`config.mk`:
```
export PLATFORM = sky130hd
export DESIGN_NAME = timer_load_capture_control
export DESIGN_NICKNAME = d
export VERILOG_FILES = /design/src/hdl/timer_load_capture_control.v /design/src/hdl/wide_timer_prescaler.v
export VERILOG_INCLUDE_DIRS = /design/src /design/src/hdl
export SDC_FILE = /design/constraint.sdc
export NUM_CORES = 1
export LEC_CHECK = 0
export BUFFER_PORTS_ARGS = -buffer_cell sky130_fd_sc_hd__buf_2
export CAP_MARGIN = 25
export CORE_ASPECT_RATIO = 0.9
export CORE_UTILIZATION = 58
export CTS_BUF_LIST = sky130_fd_sc_hd__clkbuf_4 sky130_fd_sc_hd__clkbuf_8 sky130_fd_sc_hd__clkbuf_16
export DETAILED_ROUTE_END_ITERATION = 8
export GPL_TIMING_DRIVEN = 0
export PLACE_DENSITY = 0.79
export SLEW_MARGIN = 20
export SYNTH_ARGS = -nofsm -noshare
export SYNTH_HDL_FRONTEND = slang
export SYNTH_SLANG_ARGS = --single-unit
```
`constraint.sdc`:
```
create_clock -name clk -period 2.4 [get_ports clk]
set_input_delay 0.24 -clock clk [delete_from_list [all_inputs] [get_ports clk]]
set_output_delay 0.24 -clock clk [all_outputs]
set_load 0.01 [all_outputs]
```
`src/hdl/timer_load_capture_consts.vh`:
```
// Constants for the timer load, capture and control register block
// Notes on behaviour
// [RQ1] High-duration register holds timer clocks the narrow output stays high; RW, resets zero. Code keeps it high for the value plus one.
// [RQ2] Low-duration register holds timer clocks the narrow output stays low; RW, resets zero. Code keeps it low for the value plus one.
// [RQ3] Control bit 7 write 1 starts, write 0 stops; read shows counting state.
// [RQ4] Bit 6: transmit 1 single pass, 0 modulo-n; demodulation 1 ignores, 0 recognises edges.
// [RQ5] Bits 4:3 pick wide timer clock: 11 /8, 10 /4, 01 /2, 00 undivided.
// [RQ6] Bit 2 set lets a capture event raise an interrupt request.
// [RQ7] Bit 1 set lets terminal count raise an interrupt request.
// [RQ8] High capture byte gets captured value MSB; read-only, writes ignored, resets zero.
// [RQ9] Low capture byte gets captured value LSB; read-only, writes ignored.
// [RQ10] Bit 0 set routes wide timer output to pin, else plain I/O; control resets zero.
// [RQ11] Bit 5 reads 1 after terminal count, cleared by writing 1.
`ifndef TIMER_LOAD_CAPTURE_CONSTS_VH
`define TIMER_LOAD_CAPTURE_CONSTS_VH

// Register offsets
`define OFS_WIDE_CONTROL      4'h2
`define OFS_NARROW_LOW        4'h4
`define OFS_NARROW_HIGH       4'h5
`define OFS_CAPTURE_LOW       4'h8
`define OFS_CAPTURE_HIGH      4'h9
`define OFS_IRQ_STATUS        4'hC
`define OFS_IRQ_ENABLE        4'hD
`define OFS_IRQ_CLEAR         4'hE

// Control register fields
`define CTL_RUN_BIT           7
`define CTL_MODE_BIT          6
`define CTL_TIMEOUT_BIT       5
`define CTL_PRESC_HI          4
`define CTL_PRESC_LO          3
`define CTL_CAP_MASK_BIT      2
`define CTL_TO_MASK_BIT       1
`define CTL_PIN_SEL_BIT       0

// Prescale codes
`define PRESC_DIV1            2'h0
`define PRESC_DIV2            2'h1
`define PRESC_DIV4            2'h2
`define PRESC_DIV8            2'h3

// Interrupt status fields
`define IRQ_CAPTURE_BIT       0
`define IRQ_TIMEOUT_BIT       1

// Reset values
`define RST_BYTE              8'h00
`define RST_WORD              16'h0000
`define RST_IRQ               2'h0

`endif

```
`src/hdl/timer_load_capture_control.v`:
```
// Timer load, capture and control registers with the two timers they steer
`timescale 1ns/1ps
module timer_load_capture_control (
    input  wire        clk,                    // System clock, 10 MHz
    input  wire        reset_n,                // Synchronous reset, active low
    input  wire [3:0]  address,                // Register address
    input  wire [7:0]  write_data,             // Register write data
    input  wire        write_strobe,           // One-cycle write strobe
    input  wire        read_strobe,            // One-cycle read strobe
    output reg  [7:0]  read_data,              // Read data, cycle after strobe
    input  wire        demod_mode,             // High selects demodulation mode
    input  wire        capture_pin,            // Asynchronous edge input
    input  wire [15:0] wide_timer_load_value,  // Reload value for the wide timer
    input  wire        narrow_timer_run,       // Narrow timer enable
    input  wire        gpio_out,               // Port data when pin is plain I/O
    input  wire        gpio_oe,                // Port enable when pin is plain I/O
    output reg         timer_pin_out,          // Pin output level
    output reg         timer_pin_oe,           // Pin output enable, high drives
    output reg         narrow_timer_output,    // Narrow timer waveform
    output reg         irq                     // Level interrupt request
);
`include "timer_load_capture_consts.vh"

    // Register storage
    reg  [7:0]  high_duration_q;
    reg  [7:0]  low_duration_q;
    reg         run_q;
    reg         mode_q;
    reg         timeout_q;
    reg  [1:0]  presc_q;
    reg         cap_mask_q;
    reg         to_mask_q;
    reg         pin_sel_q;
    reg  [7:0]  capture_high_q;
    reg  [7:0]  capture_low_q;
    reg  [1:0]  irq_status_q;
    reg  [1:0]  irq_enable_q;

    // Timer state
    reg  [15:0] wide_count_q;
    reg         wide_out_q;
    reg  [7:0]  narrow_count_q;
    reg         narrow_phase_q;

    // Capture input synchroniser
    reg         sync1_q;
    reg         sync2_q;
    reg         sync3_q;
    reg         pin_level_q;

    // Decoded accesses
    wire        wr_ctrl;
    wire        wr_high;
    wire        wr_low;
    wire        wr_enable;
    wire        wr_clear;
    wire        tick;
    wire        terminal;
    wire        pin_change;
    wire        capture_event;
    wire [7:0]  ctrl_view;
    reg  [7:0]  rd_d;

    // Timer helpers
    wire        count_tick;
    wire        count_zero;
    wire        start_load;
    wire        flag_clear;

    // Interrupt helpers and next values
    wire        clr_capture;
    wire        clr_timeout;
    reg  [1:0]  irq_status_d;
    reg         irq_d;
    reg         pin_out_d;
    reg         pin_oe_d;

    // One write enable per register
    assign wr_ctrl   = write_strobe && (address == `OFS_WIDE_CONTROL);
    assign wr_high   = write_strobe && (address == `OFS_NARROW_HIGH);
    assign wr_low    = write_strobe && (address == `OFS_NARROW_LOW);
    assign wr_enable = write_strobe && (address == `OFS_IRQ_ENABLE);
    assign wr_clear  = write_strobe && (address == `OFS_IRQ_CLEAR);

    // Control byte as software sees it
    assign ctrl_view = {run_q, mode_q, timeout_q, presc_q, cap_mask_q, to_mask_q, pin_sel_q};

    // Count tick from the selected system clock division
    wide_timer_prescaler #(
        .WIDTH (3)
    ) u_prescaler (
        .clk     (clk),
        .reset_n (reset_n),
        .run     (run_q),
        .select  (presc_q),
        .tick    (tick)
    );

    // Ticks only count while running; zero is the terminal count
    assign count_tick = tick && run_q;
    assign count_zero = (wide_count_q == `RST_WORD);

    // Starting a stopped timer loads the count; writing 1 to bit 5 clears the flag
    assign start_load = wr_ctrl && write_data[`CTL_RUN_BIT] && !run_q; // RQ3
    assign flag_clear = wr_ctrl && write_data[`CTL_TIMEOUT_BIT];       // RQ11

    // Terminal count on a tick while counting in transmit mode
    assign terminal = count_tick && count_zero && !demod_mode; // RQ11

    // Edge recognised only in demodulation mode with the ignore bit clear
    assign capture_event = pin_change && run_q && demod_mode && !mode_q; // RQ4

    // Three-flop synchroniser; a change counts once the second and third agree
    always @(posedge clk) begin
        if (!reset_n) begin
            sync1_q     <= 1'b0;
            sync2_q     <= 1'b0;
            sync3_q     <= 1'b0;
            pin_level_q <= 1'b0;
        end else begin
            sync1_q <= capture_pin;
            sync2_q <= sync1_q;
            sync3_q <= sync2_q;
            if (sync2_q == sync3_q) begin
                pin_level_q <= sync3_q;
            end
        end
    end

    // A settled level that differs from the last one is an edge, either direction
    assign pin_change = (sync2_q == sync3_q) && (sync3_q != pin_level_q);

    // Narrow timer duration registers
    always @(posedge clk) begin
        if (!reset_n) begin
            high_duration_q <= `RST_BYTE; // RQ1
            low_duration_q  <= `RST_BYTE; // RQ2
        end else begin
            if (wr_high) begin
                high_duration_q <= write_data; // RQ1
            end
            if (wr_low) begin
                low_duration_q <= write_data; // RQ2
            end
        end
    end

    // Static control fields
    always @(posedge clk) begin
        if (!reset_n) begin
            mode_q     <= 1'b0; // RQ10
            presc_q    <= `PRESC_DIV1;
            cap_mask_q <= 1'b0;
            to_mask_q  <= 1'b0;
            pin_sel_q  <= 1'b0;
        end else if (wr_ctrl) begin
            mode_q     <= write_data[`CTL_MODE_BIT]; // RQ4
            presc_q    <= write_data[`CTL_PRESC_HI:`CTL_PRESC_LO]; // RQ5
            cap_mask_q <= write_data[`CTL_CAP_MASK_BIT]; // RQ6
            to_mask_q  <= write_data[`CTL_TO_MASK_BIT]; // RQ7
            pin_sel_q  <= write_data[`CTL_PIN_SEL_BIT]; // RQ10
        end
    end

    // Run bit: software write wins; single pass ends itself at terminal count
    always @(posedge clk) begin
        if (!reset_n) begin
            run_q <= 1'b0;
        end else if (wr_ctrl) begin
            run_q <= write_data[`CTL_RUN_BIT]; // RQ3
        end else if (terminal && mode_q) begin
            run_q <= 1'b0; // RQ4
        end
    end

    // Time-out flag: terminal count sets it, writing 1 clears it, set wins
    always @(posedge clk) begin
        if (!reset_n) begin
            timeout_q <= 1'b0;
        end else if (terminal) begin
            timeout_q <= 1'b1; // RQ11
        end else if (flag_clear) begin
            timeout_q <= 1'b0; // RQ11
        end
    end

    // Wide counter: load on start, count down on ticks, reload or stop at zero
    always @(posedge clk) begin
        if (!reset_n) begin
            wide_count_q <= `RST_WORD;
            wide_out_q   <= 1'b0;
        end else if (start_load) begin
            wide_count_q <= wide_timer_load_value; // RQ3
            wide_out_q   <= 1'b0;
        end else if (capture_event) begin
            wide_count_q <= wide_timer_load_value;
        end else if (terminal) begin
            wide_out_q <= ~wide_out_q;
            if (!mode_q) begin
                wide_count_q <= wide_timer_load_value; // RQ4
            end
        end else if (count_tick && !count_zero) begin
            wide_count_q <= wide_count_q - 16'h0001;
        end
    end

    // Capture bytes take the count on a recognised edge; bus writes never reach them
    always @(posedge clk) begin
        if (!reset_n) begin
            capture_high_q <= `RST_BYTE; // RQ8
            capture_low_q  <= `RST_BYTE; // RQ9
        end else if (capture_event) begin
            capture_high_q <= wide_count_q[15:8]; // RQ8
            capture_low_q  <= wide_count_q[7:0];  // RQ9
        end
    end

    // Narrow timer: high for the high count plus one, low for the low count plus one, repeating
    always @(posedge clk) begin
        if (!reset_n) begin
            narrow_count_q      <= `RST_BYTE;
            narrow_phase_q      <= 1'b0;
            narrow_timer_output <= 1'b0;
        end else if (!narrow_timer_run) begin
            narrow_count_q      <= low_duration_q;
            narrow_phase_q      <= 1'b0;
            narrow_timer_output <= 1'b0;
        end else if (narrow_count_q == `RST_BYTE) begin
            narrow_phase_q      <= ~narrow_phase_q;
            narrow_timer_output <= ~narrow_phase_q;
            if (narrow_phase_q) begin
                narrow_count_q <= low_duration_q;  // RQ2
            end else begin
                narrow_count_q <= high_duration_q; // RQ1
            end
        end else begin
            narrow_count_q <= narrow_count_q - 8'h01;
        end
    end

    // Clear requests from the write-one-to-clear register
    assign clr_capture = wr_clear && write_data[`IRQ_CAPTURE_BIT];
    assign clr_timeout = wr_clear && write_data[`IRQ_TIMEOUT_BIT];

    // Next status: an event in the same cycle as its clear keeps the bit set
    always @* begin
        irq_status_d = irq_status_q;
        if (clr_capture) begin
            irq_status_d[`IRQ_CAPTURE_BIT] = 1'b0;
        end
        if (clr_timeout) begin
            irq_status_d[`IRQ_TIMEOUT_BIT] = 1'b0;
        end
        if (capture_event) begin
            irq_status_d[`IRQ_CAPTURE_BIT] = 1'b1; // RQ6
        end
        if (terminal) begin
            irq_status_d[`IRQ_TIMEOUT_BIT] = 1'b1; // RQ11
        end
    end

    // Interrupt status and enable registers
    always @(posedge clk) begin
        if (!reset_n) begin
            irq_status_q <= `RST_IRQ;
            irq_enable_q <= `RST_IRQ;
        end else begin
            irq_status_q <= irq_status_d;
            if (wr_enable) begin
                irq_enable_q <= write_data[1:0];
            end
        end
    end

    // Interrupt request: a set status bit that is both enabled and unmasked
    always @* begin
        irq_d = 1'b0;
        if (irq_status_q[`IRQ_CAPTURE_BIT] && irq_enable_q[`IRQ_CAPTURE_BIT] && cap_mask_q) begin
            irq_d = 1'b1; // RQ6
        end
        if (irq_status_q[`IRQ_TIMEOUT_BIT] && irq_enable_q[`IRQ_TIMEOUT_BIT] && to_mask_q) begin
            irq_d = 1'b1; // RQ7
        end
    end

    // Interrupt output registered so it comes straight from a flop
    always @(posedge clk) begin
        if (!reset_n) begin
            irq <= 1'b0;
        end else begin
            irq <= irq_d;
        end
    end

    // Pin source: wide timer output when selected, plain port otherwise
    always @* begin
        if (pin_sel_q) begin
            pin_out_d = wide_out_q; // RQ10
            pin_oe_d  = 1'b1;       // RQ10
        end else begin
            pin_out_d = gpio_out;   // RQ10
            pin_oe_d  = gpio_oe;    // RQ10
        end
    end

    // Pin outputs registered
    always @(posedge clk) begin
        if (!reset_n) begin
            timer_pin_out <= 1'b0;
            timer_pin_oe  <= 1'b0;
        end else begin
            timer_pin_out <= pin_out_d;
            timer_pin_oe  <= pin_oe_d;
        end
    end

    // Read multiplexer; unmapped and write-only addresses read zero
    always @* begin
        case (address)
            `OFS_WIDE_CONTROL: rd_d = ctrl_view;       // RQ3
            `OFS_NARROW_LOW:   rd_d = low_duration_q;  // RQ2
            `OFS_NARROW_HIGH:  rd_d = high_duration_q; // RQ1
            `OFS_CAPTURE_LOW:  rd_d = capture_low_q;   // RQ9
            `OFS_CAPTURE_HIGH: rd_d = capture_high_q;  // RQ8
            `OFS_IRQ_STATUS:   rd_d = {6'h00, irq_status_q};
            `OFS_IRQ_ENABLE:   rd_d = {6'h00, irq_enable_q};
            default:           rd_d = `RST_BYTE;
        endcase
    end

    // Read data stand only in the cycle after the strobe
    always @(posedge clk) begin
        if (!reset_n) begin
            read_data <= `RST_BYTE;
        end else if (read_strobe) begin
            read_data <= rd_d;
        end else begin
            read_data <= `RST_BYTE;
        end
    end

endmodule // timer_load_capture_control

```
`src/hdl/wide_timer_prescaler.v`:
```
// Clock prescaler that produces the wide timer count tick
`timescale 1ns/1ps
module wide_timer_prescaler #(
    parameter WIDTH = 3                  // Divider counter width
) (
    input  wire       clk,               // System clock
    input  wire       reset_n,           // Synchronous reset, active low
    input  wire       run,               // Counting enabled
    input  wire [1:0] select,            // Division select
    output reg        tick               // One-cycle count tick
);
`include "timer_load_capture_consts.vh"

    reg  [WIDTH-1:0] div_q;
    reg  [WIDTH-1:0] limit;

    // Terminal value of the divider for each select code
    always @* begin
        case (select)
            `PRESC_DIV8: limit = 3'h7; // RQ5
            `PRESC_DIV4: limit = 3'h3; // RQ5
            `PRESC_DIV2: limit = 3'h1; // RQ5
            default:     limit = 3'h0; // RQ5
        endcase
    end

    // Divider restarts while stopped so the first tick comes a full period after start
    always @(posedge clk) begin
        if (!reset_n) begin
            div_q <= 3'h0;
            tick  <= 1'b0;
        end else if (!run) begin
            div_q <= 3'h0;
            tick  <= 1'b0;
        end else if (div_q >= limit) begin
            div_q <= 3'h0;
            tick  <= 1'b1;
        end else begin
            div_q <= div_q + 3'h1;
            tick  <= 1'b0;
        end
    end

endmodule // wide_timer_prescaler

```
==> results.md, run 1 <==
* Outcome: finished clean
* TritonCTS clock tree: done
* Leak at 1.93 nW
* Io pins at 49
* GRT Residual Overflow at 0
* Via count at slightly above 4,000
* Crit Path Max Fanout at 8
* GRT Util Overall at 0.313
* Syn Nets at roughly 550
* Critical path, cell by cell: clkbuf_1, nor2b_1, nand4_1, nand2_1, nor2_1, nand3_1, o41ai_1
* Critical path class: reg2reg
* CORE AREA at 7110 µm²
* Syn Area/Cell at 8.48 µm²
* Worst reg-to-reg path cell count at 7
* Area grow syn2layout at 14.0%
* DR pass1 iterations at 6
* Critical path depth at 7
* Final ANT Viol Nets at 0
* Slowest CP cell: nor2_1
* Antenna fix cells at 0
* Period Utilization, post-route at 0.978
* Num CTS Buffers at 9
* Final GP Congestion at slightly above 0.9
* Leading area contributor after synthesis: dfxtp_1
* Relative slew slack at 0.551
* Synth cell types at 58
* FF+latch count, synth at 89
* Final Hold Violating Endpoints at 0
* WP buf/inv at 1
* Netlist Area Pre-Place at about 4300 µm²
* Clock-pin slew on the worst setup and hold paths at ~100 ps
* Fmax at 426 MHz
* Clock buffer depth at 2
* Arrival time worst endpoint at around 2600 ps
* Post-synth ARST share at 0
* Die height at between 80 and 90 µm
* Clock Sinks at slightly below 90
* DRT iter0 DRCs at 371
* Synth top cells by count: dfxtp_1 (89), nor2_1 (71), nand2_1 (60)
* Root Buffer: clkbuf_8
* PortBufs at 45
* Setup TNS at 0 ps
* Critical Path Sink Type: flip-flop
* Most used DFF post-synth: dfxtp_1
* Hold WS at approximately 90 ps
* Final max-slew violation count at 0
* Fin crit period at between 2000 and 2500 ps
* CP delay by family, top: simple AND/OR/NAND/NOR gates
* Max VDD drop at between 0.4 and 0.5 mV
* Final clock skew at 14.0 ps
* Final wirelength at 11,700 µm
* FF+latch area at around 1800 µm²
* WL/cell at 17.6 µm
* RSZ-0062 raised after global routing: no
* Max incr delay on CP at ~560 ps
* Number of enable flip-flop cells after synthesis at 0
* Pwr dens at a little under 700 nW/µm²
* H-Tree Depth at 3
* First-pass GRT wire length at around 19,000 µm
* Ratio of cells with drive above 1 in the final layout at 0.163
* Max-Cap Viols at 0
* Cells after synthesis at roughly 500
* Die area at 7790 µm²
* Overall power at about 3.3 mW
* Vias in the first global route at 3,748
* Hold Crit Class: in2reg
* Hpwl dp at 8540 µm
* WHS Path Cells at 3
* Sequential-to-total area share from yosys stat at 0.413
* Initial core utilization at 0.607
* Top cell type's share of synthesized area at 0.413
* Worst path required time at ~2600 ps
* DR vias/cell at 6.09
* Dominant cell by count in the synthesized netlist: dfxtp_1
* # hold bufs at CTS at 0
* Top cells by area, synth: dfxtp_1 (41%), mux2i_1 (7.9%), nor2_1 (6.2%)
* Die Wd at between 90 and 100 µm
* Initial antenna violation count at 0
* Rows at 29
* Largest net degree at the start of global routing at 17
* Area of the multi-input gates at roughly 2400 µm²
* DRC violations left at 0
* Endpoints failing setup at 0
* FILL cells at 614
* Clock Latency Late Sink at roughly 360 ps
* Crit start category: flip-flop
* Synthesis Warnings at 0
* Worst Max-Slew Pin Slew at approximately 670 ps
* # nets final at a little over 600
## through the flow
step	instances	utilization	setup WS (ps)	cell area, µm²
CTS	664	0.690	95.5	4910
global route	664	0.692	12.2	4920
floorplan	509	-	410	4320
global placement	647	0.655	-40.9	4660
finish	664	0.692	52.1	4920
detailed placement	647	0.655	-66.5	4660
## area by class of cell
cell class | instances | share of cell area
buffer | 28 | 0.0290
inverter | 13 | 0.00992
clock buffer | 10 | 0.0280
multi-input combinational | 379 | 0.479
timing repair buffer | 46 | 0.0473
sequential | 89 | 0.362
clock inverter | 6 | 0.0208
tap | 93 | 0.0236
## worst paths after layout
| path | start | slack (ps) | to |
|---|---|---|---|
| max | run_q | 50 | wide_count_q[11] |
| min | gpio_oe | 90 | timer_pin_oe |
| max reg2reg | run_q | 50 | wide_count_q[11] |
| min reg2reg | sync1_q | 450 | sync2_q |
## metal layers
layer	global-route usage	share of wire
met1	0.447	0.45
met2	0.481	0.45
met3	0.0592	0.089
met4	0.0895	0.016
met5	0	0
## cells by family after synthesis
family,count (synthesis),share of synthesized area
AOI/OAI and AO/OA,103,0.152
xor gates and xnor gates,8,0.0162
adders and majority gates,7,0.0203
buffers and inverters,41,0.0438
DFF,89,0.413
muxes,42,0.0997
and+or+nand+nor,219,0.255
## cells in the final DEF, fill, tap and decap left out, types with 4 or more instances in the layout
cell,n
nand2b_1,4
a31oi_1,7
nand3b_1,4
buf_4,4
a21oi_1,33
mux2_2,8
mux2i_1,34
a32oi_1,6
a222oi_1,6
o21ai_0,19
o21ai_1,7
dfxtp_1,89
nand3_1,26
nand4_1,4
buf_2,48
ha_1,7
nor2b_1,6
a22o_1,7
clkbuf_1,17
and2_1,6
xnor2_1,7
nand2_1,60
nor3_1,9
clkbuf_8,10
nor2_1,71
inv_1,13
## power by group
part	internal, mW	switching, mW	leakage, nW
logic	0.261	0.317	1.09
registers	1.52	0.0477	0.720
clock network	0.629	0.552	0.119
total	2.41	0.917	1.93
## flip-flops by register name, summed over array words and instances (netlist names), 2 cells and up
signal	flops
read_data	8
wide_count_q	16
irq_status_q	2
capture_high_q	8
narrow_count_q	8
low_duration_q	8
irq_enable_q	2
u_prescaler.div_q	3
high_duration_q	8
presc_q	2
capture_low_q	8
## tightest hold or removal path, cell delays in order
cell and delay [ps]:
buf_2 70, nor2_1 30, nor2_1 70
## timing repair
item	in CTS	in global routing
buffers inserted	1	0
gates resized for setup	0	5
endpoints found under the hold margin	0	0
endpoints found under the setup margin	3	9
pin swaps	1	1
Note: power is estimated with default switching activity, not from simulation.
==> inputs of run 2 (changes only) <==
--- a/config.mk
+++ b/config.mk
@@ -14,6 +14,8 @@
 export DETAILED_ROUTE_END_ITERATION = 8
 export GPL_TIMING_DRIVEN = 0
 export PLACE_DENSITY = 0.79
+export REMOVE_ABC_BUFFERS = 1
+export SETUP_SLACK_MARGIN = 0.1
 export SLEW_MARGIN = 20
 export SYNTH_ARGS = -nofsm -noshare
 export SYNTH_HDL_FRONTEND = slang
==> results.md, run 2 (same netlist as run 1, synthesis figures left out) <==
* Max incr delay on CP at 400 ps (-160 ps)
* Overall power at 3.26 mW (-1.8%)
* First-pass GRT wire length at 18,600 µm (-1.5%)
* Max reg flops at 16 (unchanged)
* Most frequent cells in the layout: dfxtp_1 (88), nor2_1 (70), nand2_1 (60), buf_2 (48), mux2i_1 (34)
* Worst Max-Slew Pin Slew at 791 ps (+119 ps)
* Final GP Congestion at 0.912 (-2.2%)
* GRT Max-Usage Layer: met2
* H-Tree Depth at 3 (unchanged)
* Max-Cap Viols at 0 (unchanged)
* Fin crit period at 2210 ps (-135 ps)
* Hold EP: timer_pin_oe
* Pwr dens at 662 nW/µm² (-1.9%)
* # hold bufs at CTS at 0 (unchanged)
* Switching part of the total at 0.261 (-0.0149)
* Met3 usage at 0.0656 (+0.00638)
* WL/cell at 17.3 µm (-1.9%)
* RSZ-0062 raised after global routing: no
* Fmax at 452 MHz (+6.1%)
* Clock buffer depth at 2 (unchanged)
* # nets final at 596 (-2.3%)
* Critical Path Sink Type: flip-flop
* Hpwl dp at 7700 µm (-9.8%)
* GR Util met1 at 0.432 (-0.0152)
* DP Worst Slack at -216 ps (-149 ps)
* Worst path required time at 2640 ps (about the same)
* Io pins at 49 (unchanged)
* Worst Hold Launch: gpio_oe
* Period Utilization, post-route at 0.922 (-0.0561)
* R2R Setup Slk at 190 ps (+130 ps)
* Clock Latency Late Sink at 350 ps (about the same)
* Die height at 83.9 µm (unchanged)
* Post-Layout Cell Count at 648 (-2.4%)
* Num CTS Buffers at 9 (unchanged)
* Clock Sinks at 89 (unchanged)
* Leak at 1.93 nW (-0.14%)
* Int Pwr at 2.41 mW (+0.20%)
* Final ANT Viol Nets at 0 (unchanged)
* Commonest non-fill, non-tap cell in the layout: dfxtp_1
* Hold WS at 96.8 ps (+6.85 ps)
* Hold Crit Class: in2reg
* Combinational group share of total power at 0.175 (about the same)
* Antenna fix cells at 0 (unchanged)
* Endpoints failing setup at 0 (unchanged)
* DR vias/cell at 6.17 (+1.3%)
* Crit start category: flip-flop
* Critical R2R Capture: wide_count_q[3]
* Ratio of cells with drive above 1 in the final layout at 0.187 (+0.0245)
* Final clock skew at 10.9 ps (-3.09 ps)
* PortBufs at 48 (+6.7%)
* DR pass1 iterations at 6 (unchanged)
* Arrival time worst endpoint at 2460 ps (-130 ps)
* Switching power at 851 µW (-7.1%)
* Initial antenna violation count at 0 (unchanged)
* Reg2reg start: wide_count_q[0]
* Critical path class: reg2reg
* Vias in the first global route at 3,848 (+2.7%)
* Largest net degree at the start of global routing at 39 (+22)
* GRT Residual Overflow at 0 (unchanged)
* GRT Util Overall at 0.304 (-0.00897)
* Clock power frac at 0.346 (-0.009)
* Final Hold Violating Endpoints at 0 (unchanged)
* Slowest CP cell: or3_4
* Outcome: finished clean
* Relative slew slack at 0.472 (-0.0787)
* CORE AREA at 7110 µm² (unchanged)
* Worst reg-to-reg path cell count at 10 (+3)
* Die Wd at 93.0 µm (unchanged)
* WHS Path Cells at 3 (unchanged)
* Area grow syn2layout at 14.1%
* Inst Count DP at 623 (-3.7%)
* Root Buffer: clkbuf_8
* Clock-pin slew on the worst setup and hold paths at 80 ps (-20 ps)
* DRC violations left at 0 (unchanged)
* Part of the power in registers at 0.479 (+0.008)
* Crit Path Max Fanout at 5 (-3)
* Final wirelength at 11,200 µm (-4.3%)
* Via count at 3,998 (-1.2%)
* PnR worst setup slack at 187 ps (+135 ps)
* Die area at 7790 µm² (unchanged)
* Max VDD drop at 0.485 mV (+12%)
* Rows at 29 (unchanged)
* Critical path, cell by cell: inv_2, ha_4, nor4b_4, buf_4, nand4_1, buf_4, or3_4, and4_1, a21oi_1, o21ai_1
* Largest Register: wide_count_q
* TritonCTS clock tree: done
* M2 GR Usage at 0.459 (-0.0221)
* Final max-slew violation count at 0 (unchanged)
* DRT iter0 DRCs at 451 (+22%)
* Initial core utilization at 0.607 (unchanged)
* Top cell by count, worst path: buf_4
[run 2: changes by cell type in the layout (fill, tap and decap cells not counted), sizes merged]
| cell | delta |
|---|---|
| a21oi | +1 |
| buf | +2 |
| clkbuf | -16 |
| clkinv | -3 |
[run 2: final cells by class]
| cell class | instances | area [µm²] |
|---|---|---|
| Multi-Input combinational cell | 380 | 2430 |
| Sequential cell | 89 | 1780 |
| Inverter | 13 | 48.8 |
| Fill cell | 615 | 2180 |
| Timing Repair Buffer | 59 | 335 |
| Clock inverter | 3 | 65.1 |
| Tap cell | 93 | 116 |
| Clock buffer | 11 | 151 |
[run 2: critical path: cells and delay by family (launching register included)]
| kind | cells | cell delay, ps |
|---|---|---|
| fa+ha+maj | 1 | 150 |
| flops | 1 | 360 |
| compound gates | 2 | 240 |
| simple gates | 4 | 890 |
| buf+inv | 3 | 460 |
[run 2: power by group through the flow]
| stage | registers, mW | clock network, mW | logic, mW |
|---|---|---|---|
| 6_report | 1.56 | 1.13 | 0.571 |
| 2_1_floorplan | 1.59 | 0 | 0.383 |
| 4_1_cts | 1.56 | 1.14 | 0.556 |
| 5_1_grt | 1.57 | 1.20 | 0.627 |
| 3_5_place_dp | 1.60 | 0 | 0.527 |
| 3_3_place_gp | 1.60 | 0 | 0.507 |
[run 2: stage by stage]
step / setup TNS (ps) / instance area [µm²] / util
finish: 0 / 4930 / 0.693
global route: 0 / 4930 / 0.693
global placement: -29300 / 4530 / 0.638
CTS: 0 / 4880 / 0.686
floorplan: -11930 / 4180 / -
detailed placement: -1510 / 4570 / 0.643
[run 2: worst max-delay path by stage]
stage	startpoint	endpoint	slack [ps]	cells after the start
floorplan	pin_level_q	wide_count_q[13]	-580	6
global placement	pin_level_q	wide_count_q[6]	-1200	5
detailed placement	wide_count_q[0]	wide_count_q[9]	-220	8
CTS	wide_count_q[6]	wide_count_q[13]	110	6
global route	wide_count_q[6]	wide_count_q[1]	90	6
finish	wide_count_q[0]	wide_count_q[3]	190	10
[run 2: metal layers]
layer,vias up,share of wire
met2,202,0.45
met1,1878,0.45
met3,21,0.084
li1,1897,-
met4,0,0.017
met5,-,0
[run 2: timing repair]
| item | CTS | global route |
|---|---|---|
| setup buffers | 9 | 1 |
| cloned | 1 | 0 |
| hold endpoints to repair | 0 | 0 |
| resized for setup | 3 | 10 |
| endpoints found under the setup margin | 26 | 18 |
| pin swaps | 4 | 3 |
==> inputs of run 3 (changes only) <==
--- a/config.mk
+++ b/config.mk
@@ -9,11 +9,11 @@
 export BUFFER_PORTS_ARGS = -buffer_cell sky130_fd_sc_hd__buf_2
 export CAP_MARGIN = 25
 export CORE_ASPECT_RATIO = 0.9
-export CORE_UTILIZATION = 58
-export CTS_BUF_LIST = sky130_fd_sc_hd__clkbuf_4 sky130_fd_sc_hd__clkbuf_8 sky130_fd_sc_hd__clkbuf_16
+export CORE_UTILIZATION = 56
+export CTS_BUF_LIST = sky130_fd_sc_hd__clkbuf_8
 export DETAILED_ROUTE_END_ITERATION = 8
 export GPL_TIMING_DRIVEN = 0
-export PLACE_DENSITY = 0.79
+export PLACE_DENSITY = 0.77
 export REMOVE_ABC_BUFFERS = 1
 export SETUP_SLACK_MARGIN = 0.1
 export SLEW_MARGIN = 20
==> results.md, run 3 (same netlist as run 1, synthesis figures left out) <==
* Max VDD drop at 0.361 mV (-26%)
* DP Worst Slack at -197 ps (+19.2 ps)
* Final ANT Viol Nets at 0 (unchanged)
* Reg2reg start: wide_count_q[6]
* Leak at 1.95 nW (+0.97%)
* Area grow syn2layout at 14.4%
* Commonest non-fill, non-tap cell in the layout: dfxtp_1
* PnR worst setup slack at 188 ps (+1.47 ps)
* Clock buffer depth at 2 (unchanged)
* Pwr dens at 637 nW/µm² (-3.9%)
* CORE AREA at 7260 µm² (+2.0%)
* DP Area at 4570 µm² (unchanged)
* GRT Residual Overflow at 0 (unchanged)
* Io pins at 49 (unchanged)
* Worst Hold Launch: wide_timer_load_value[9]
* Max reg flops at 16 (unchanged)
* # nets final at 600 (+0.67%)
* Die Wd at 94.6 µm (+1.7%)
* DRT iter0 DRCs at 357 (-21%)
* Rows at 29 (unchanged)
* Clock Latency Late Sink at 360 ps (about the same)
* Post-Layout Cell Count at 652 (+0.62%)
* Die area at 8070 µm² (+3.5%)
* DRC violations left at 0 (unchanged)
* # hold bufs at CTS at 0 (unchanged)
* Via count at 4,032 (+0.85%)
* Num CTS Buffers at 9 (unchanged)
* Critical path, cell by cell: nor4_4, nand3_2, or3_4, and4_1, a21oi_1, o21ai_1
* Crit Path Max Fanout at 11 (+6)
* Largest net degree at the start of global routing at 41 (+5.1%)
* Int Pwr at 2.28 mW (-5.7%)
* CP delay by family, top: simple AND/OR/NAND/NOR gates
* DR vias/cell at 6.18 (+0.23%)
* Final clock skew at 7.44 ps (-3.42 ps)
* DR pass1 iterations at 5 (-1)
* PortBufs at 48 (unchanged)
* Combinational group share of total power at 0.184 (+0.009)
* Largest Register: wide_count_q
* TritonCTS clock tree: done
* Clock Sinks at 89 (unchanged)
* Fin crit period at 2210 ps (-1.47 ps)
* Clock power frac at 0.319 (-0.027)
* Final Hold Violating Endpoints at 0 (unchanged)
* RSZ-0062 raised after global routing: no
* Hold WS at 92.2 ps (-4.60 ps)
* Crit start category: flip-flop
* Hold Crit Class: in2reg
* Inst Count DP at 623 (unchanged)
* Relative slew slack at 0.460 (-0.0115)
* Switching part of the total at 0.277 (+0.0159)
* Vias in the first global route at 3,848 (unchanged)
* Initial core utilization at 0.595 (-0.0121)
* R2R Setup Slk at 190 ps (about the same)
* Die height at 85.3 µm (+1.7%)
* Critical path class: reg2reg
* Hpwl dp at 7710 µm (+0.11%)
* Final GP Congestion at 0.936 (+2.6%)
* Final wirelength at 11,400 µm (+1.9%)
* Ratio of cells with drive above 1 in the final layout at 0.204 (+0.0165)
* Worst Max-Slew Pin Slew at 809 ps (+18.9 ps)
* Slowest CP cell: or3_4
* Switching power at 871 µW (+2.3%)
* WHS Path Cells at 3 (unchanged)
* Part of the power in registers at 0.497 (+0.018)
* H-Tree Depth at 3 (unchanged)
* Util after Layout at 0.681 (-0.0121)
* Antenna fix cells at 0 (unchanged)
* Initial antenna violation count at 0 (unchanged)
* FILL cells at 622 (+1.1%)
* Root Buffer: clkbuf_8
* Arrival time worst endpoint at 2460 ps (about the same)
* Worst reg-to-reg path cell count at 6 (-4)
* Outcome: finished clean
* First-pass GRT wire length at 18,400 µm (-0.89%)
* Endpoints failing setup at 0 (unchanged)
* FF+latch area at 1780 µm² (about the same)
* Final max-slew violation count at 0 (unchanged)
* Worst path required time at 2650 ps (about the same)
* WL/cell at 17.5 µm (+1.3%)
* Max-Cap Viols at 0 (unchanged)
* Critical R2R Capture: wide_count_q[3]
* Post-route cell area at 4940 µm² (+0.25%)
* GRT Util Overall at 0.298 (-0.00650)
* Clock-pin slew on the worst setup and hold paths at 80 ps (about the same)
* WP buf/inv at 0 (-3)
* Hold EP: wide_count_q[9]
* Area of the multi-input gates at 2440 µm² (+0.46%)
* Most frequent cells in the layout: dfxtp_1 (87), nor2_1 (69), nand2_1 (60), buf_2 (48), mux2i_1 (34)
* Fmax at 452 MHz (about the same)
* Critical Path Sink Type: flip-flop
* Max incr delay on CP at 500 ps (+100 ps)
* Period Utilization, post-route at 0.922 (about the same)
==> run 3: repair_timing <==
item                       4_1_cts  5_1_grt
resized for setup                3       15
setup endpoints to repair       25       16
buffers inserted                12        2
gates cloned                     1        0
pin swaps                        3        4
==> run 3: worst max path at each step <==
stage	startpoint	end	slack [ps]	cells past startpoint
2_1_floorplan	pin_level_q	wide_count_q[13]	-580	6
3_3_place_gp	pin_level_q	wide_count_q[15]	-1200	5
3_5_place_dp	wide_count_q[0]	wide_count_q[11]	-200	8
4_1_cts	wide_count_q[6]	wide_count_q[3]	170	6
5_1_grt	wide_count_q[1]	wide_count_q[8]	100	9
6_report	wide_count_q[6]	wide_count_q[3]	190	6
==> run 3: power groups by stage <==
stage	Sequential, mW	Combinational (mW)	Clock [mW]
2_1_floorplan	1.59	0.383	0
3_3_place_gp	1.60	0.507	0
3_5_place_dp	1.60	0.534	0
4_1_cts	1.56	0.563	1.02
5_1_grt	1.57	0.647	1.06
6_report	1.56	0.578	1.00
==> run 3: cell type report <==
cell class	count	area share
clock buffers	10	0.0279
clock inverters	4	0.00912
inverters	13	0.00988
multi-input cells	380	0.494
flip-flops and latches	89	0.361
well taps	93	0.0236
repair buffers	63	0.0747
==> run 3: stage by stage <==
step / power, mW / TNS, ps
global route: 3.28 / 0
detailed placement: 2.13 / -1520
CTS: 3.14 / 0
global placement: 2.10 / -29210
floorplan: 1.97 / -11930
finish: 3.15 / 0
==> run 3: tightest hold or removal path, delay by kind of cell <==
| kind | cells | cell delay (ps) |
|---|---|---|
| AO/OA/AOI/OAI | 2 | 100 |
| buffers and inverters | 1 | 70 |
==> run 3: routing by layer <==
| metal | up-vias | GRT usage | wire [µm] |
|---|---|---|---|
| li1 | 1906 | - | - |
| met1 | 1909 | 0.401 | 4960 |
| met2 | 187 | 0.457 | 5150 |
| met3 | 30 | 0.0806 | 1060 |
| met4 | 0 | 0.109 | 259 |
| met5 | - | 0 | 0 |
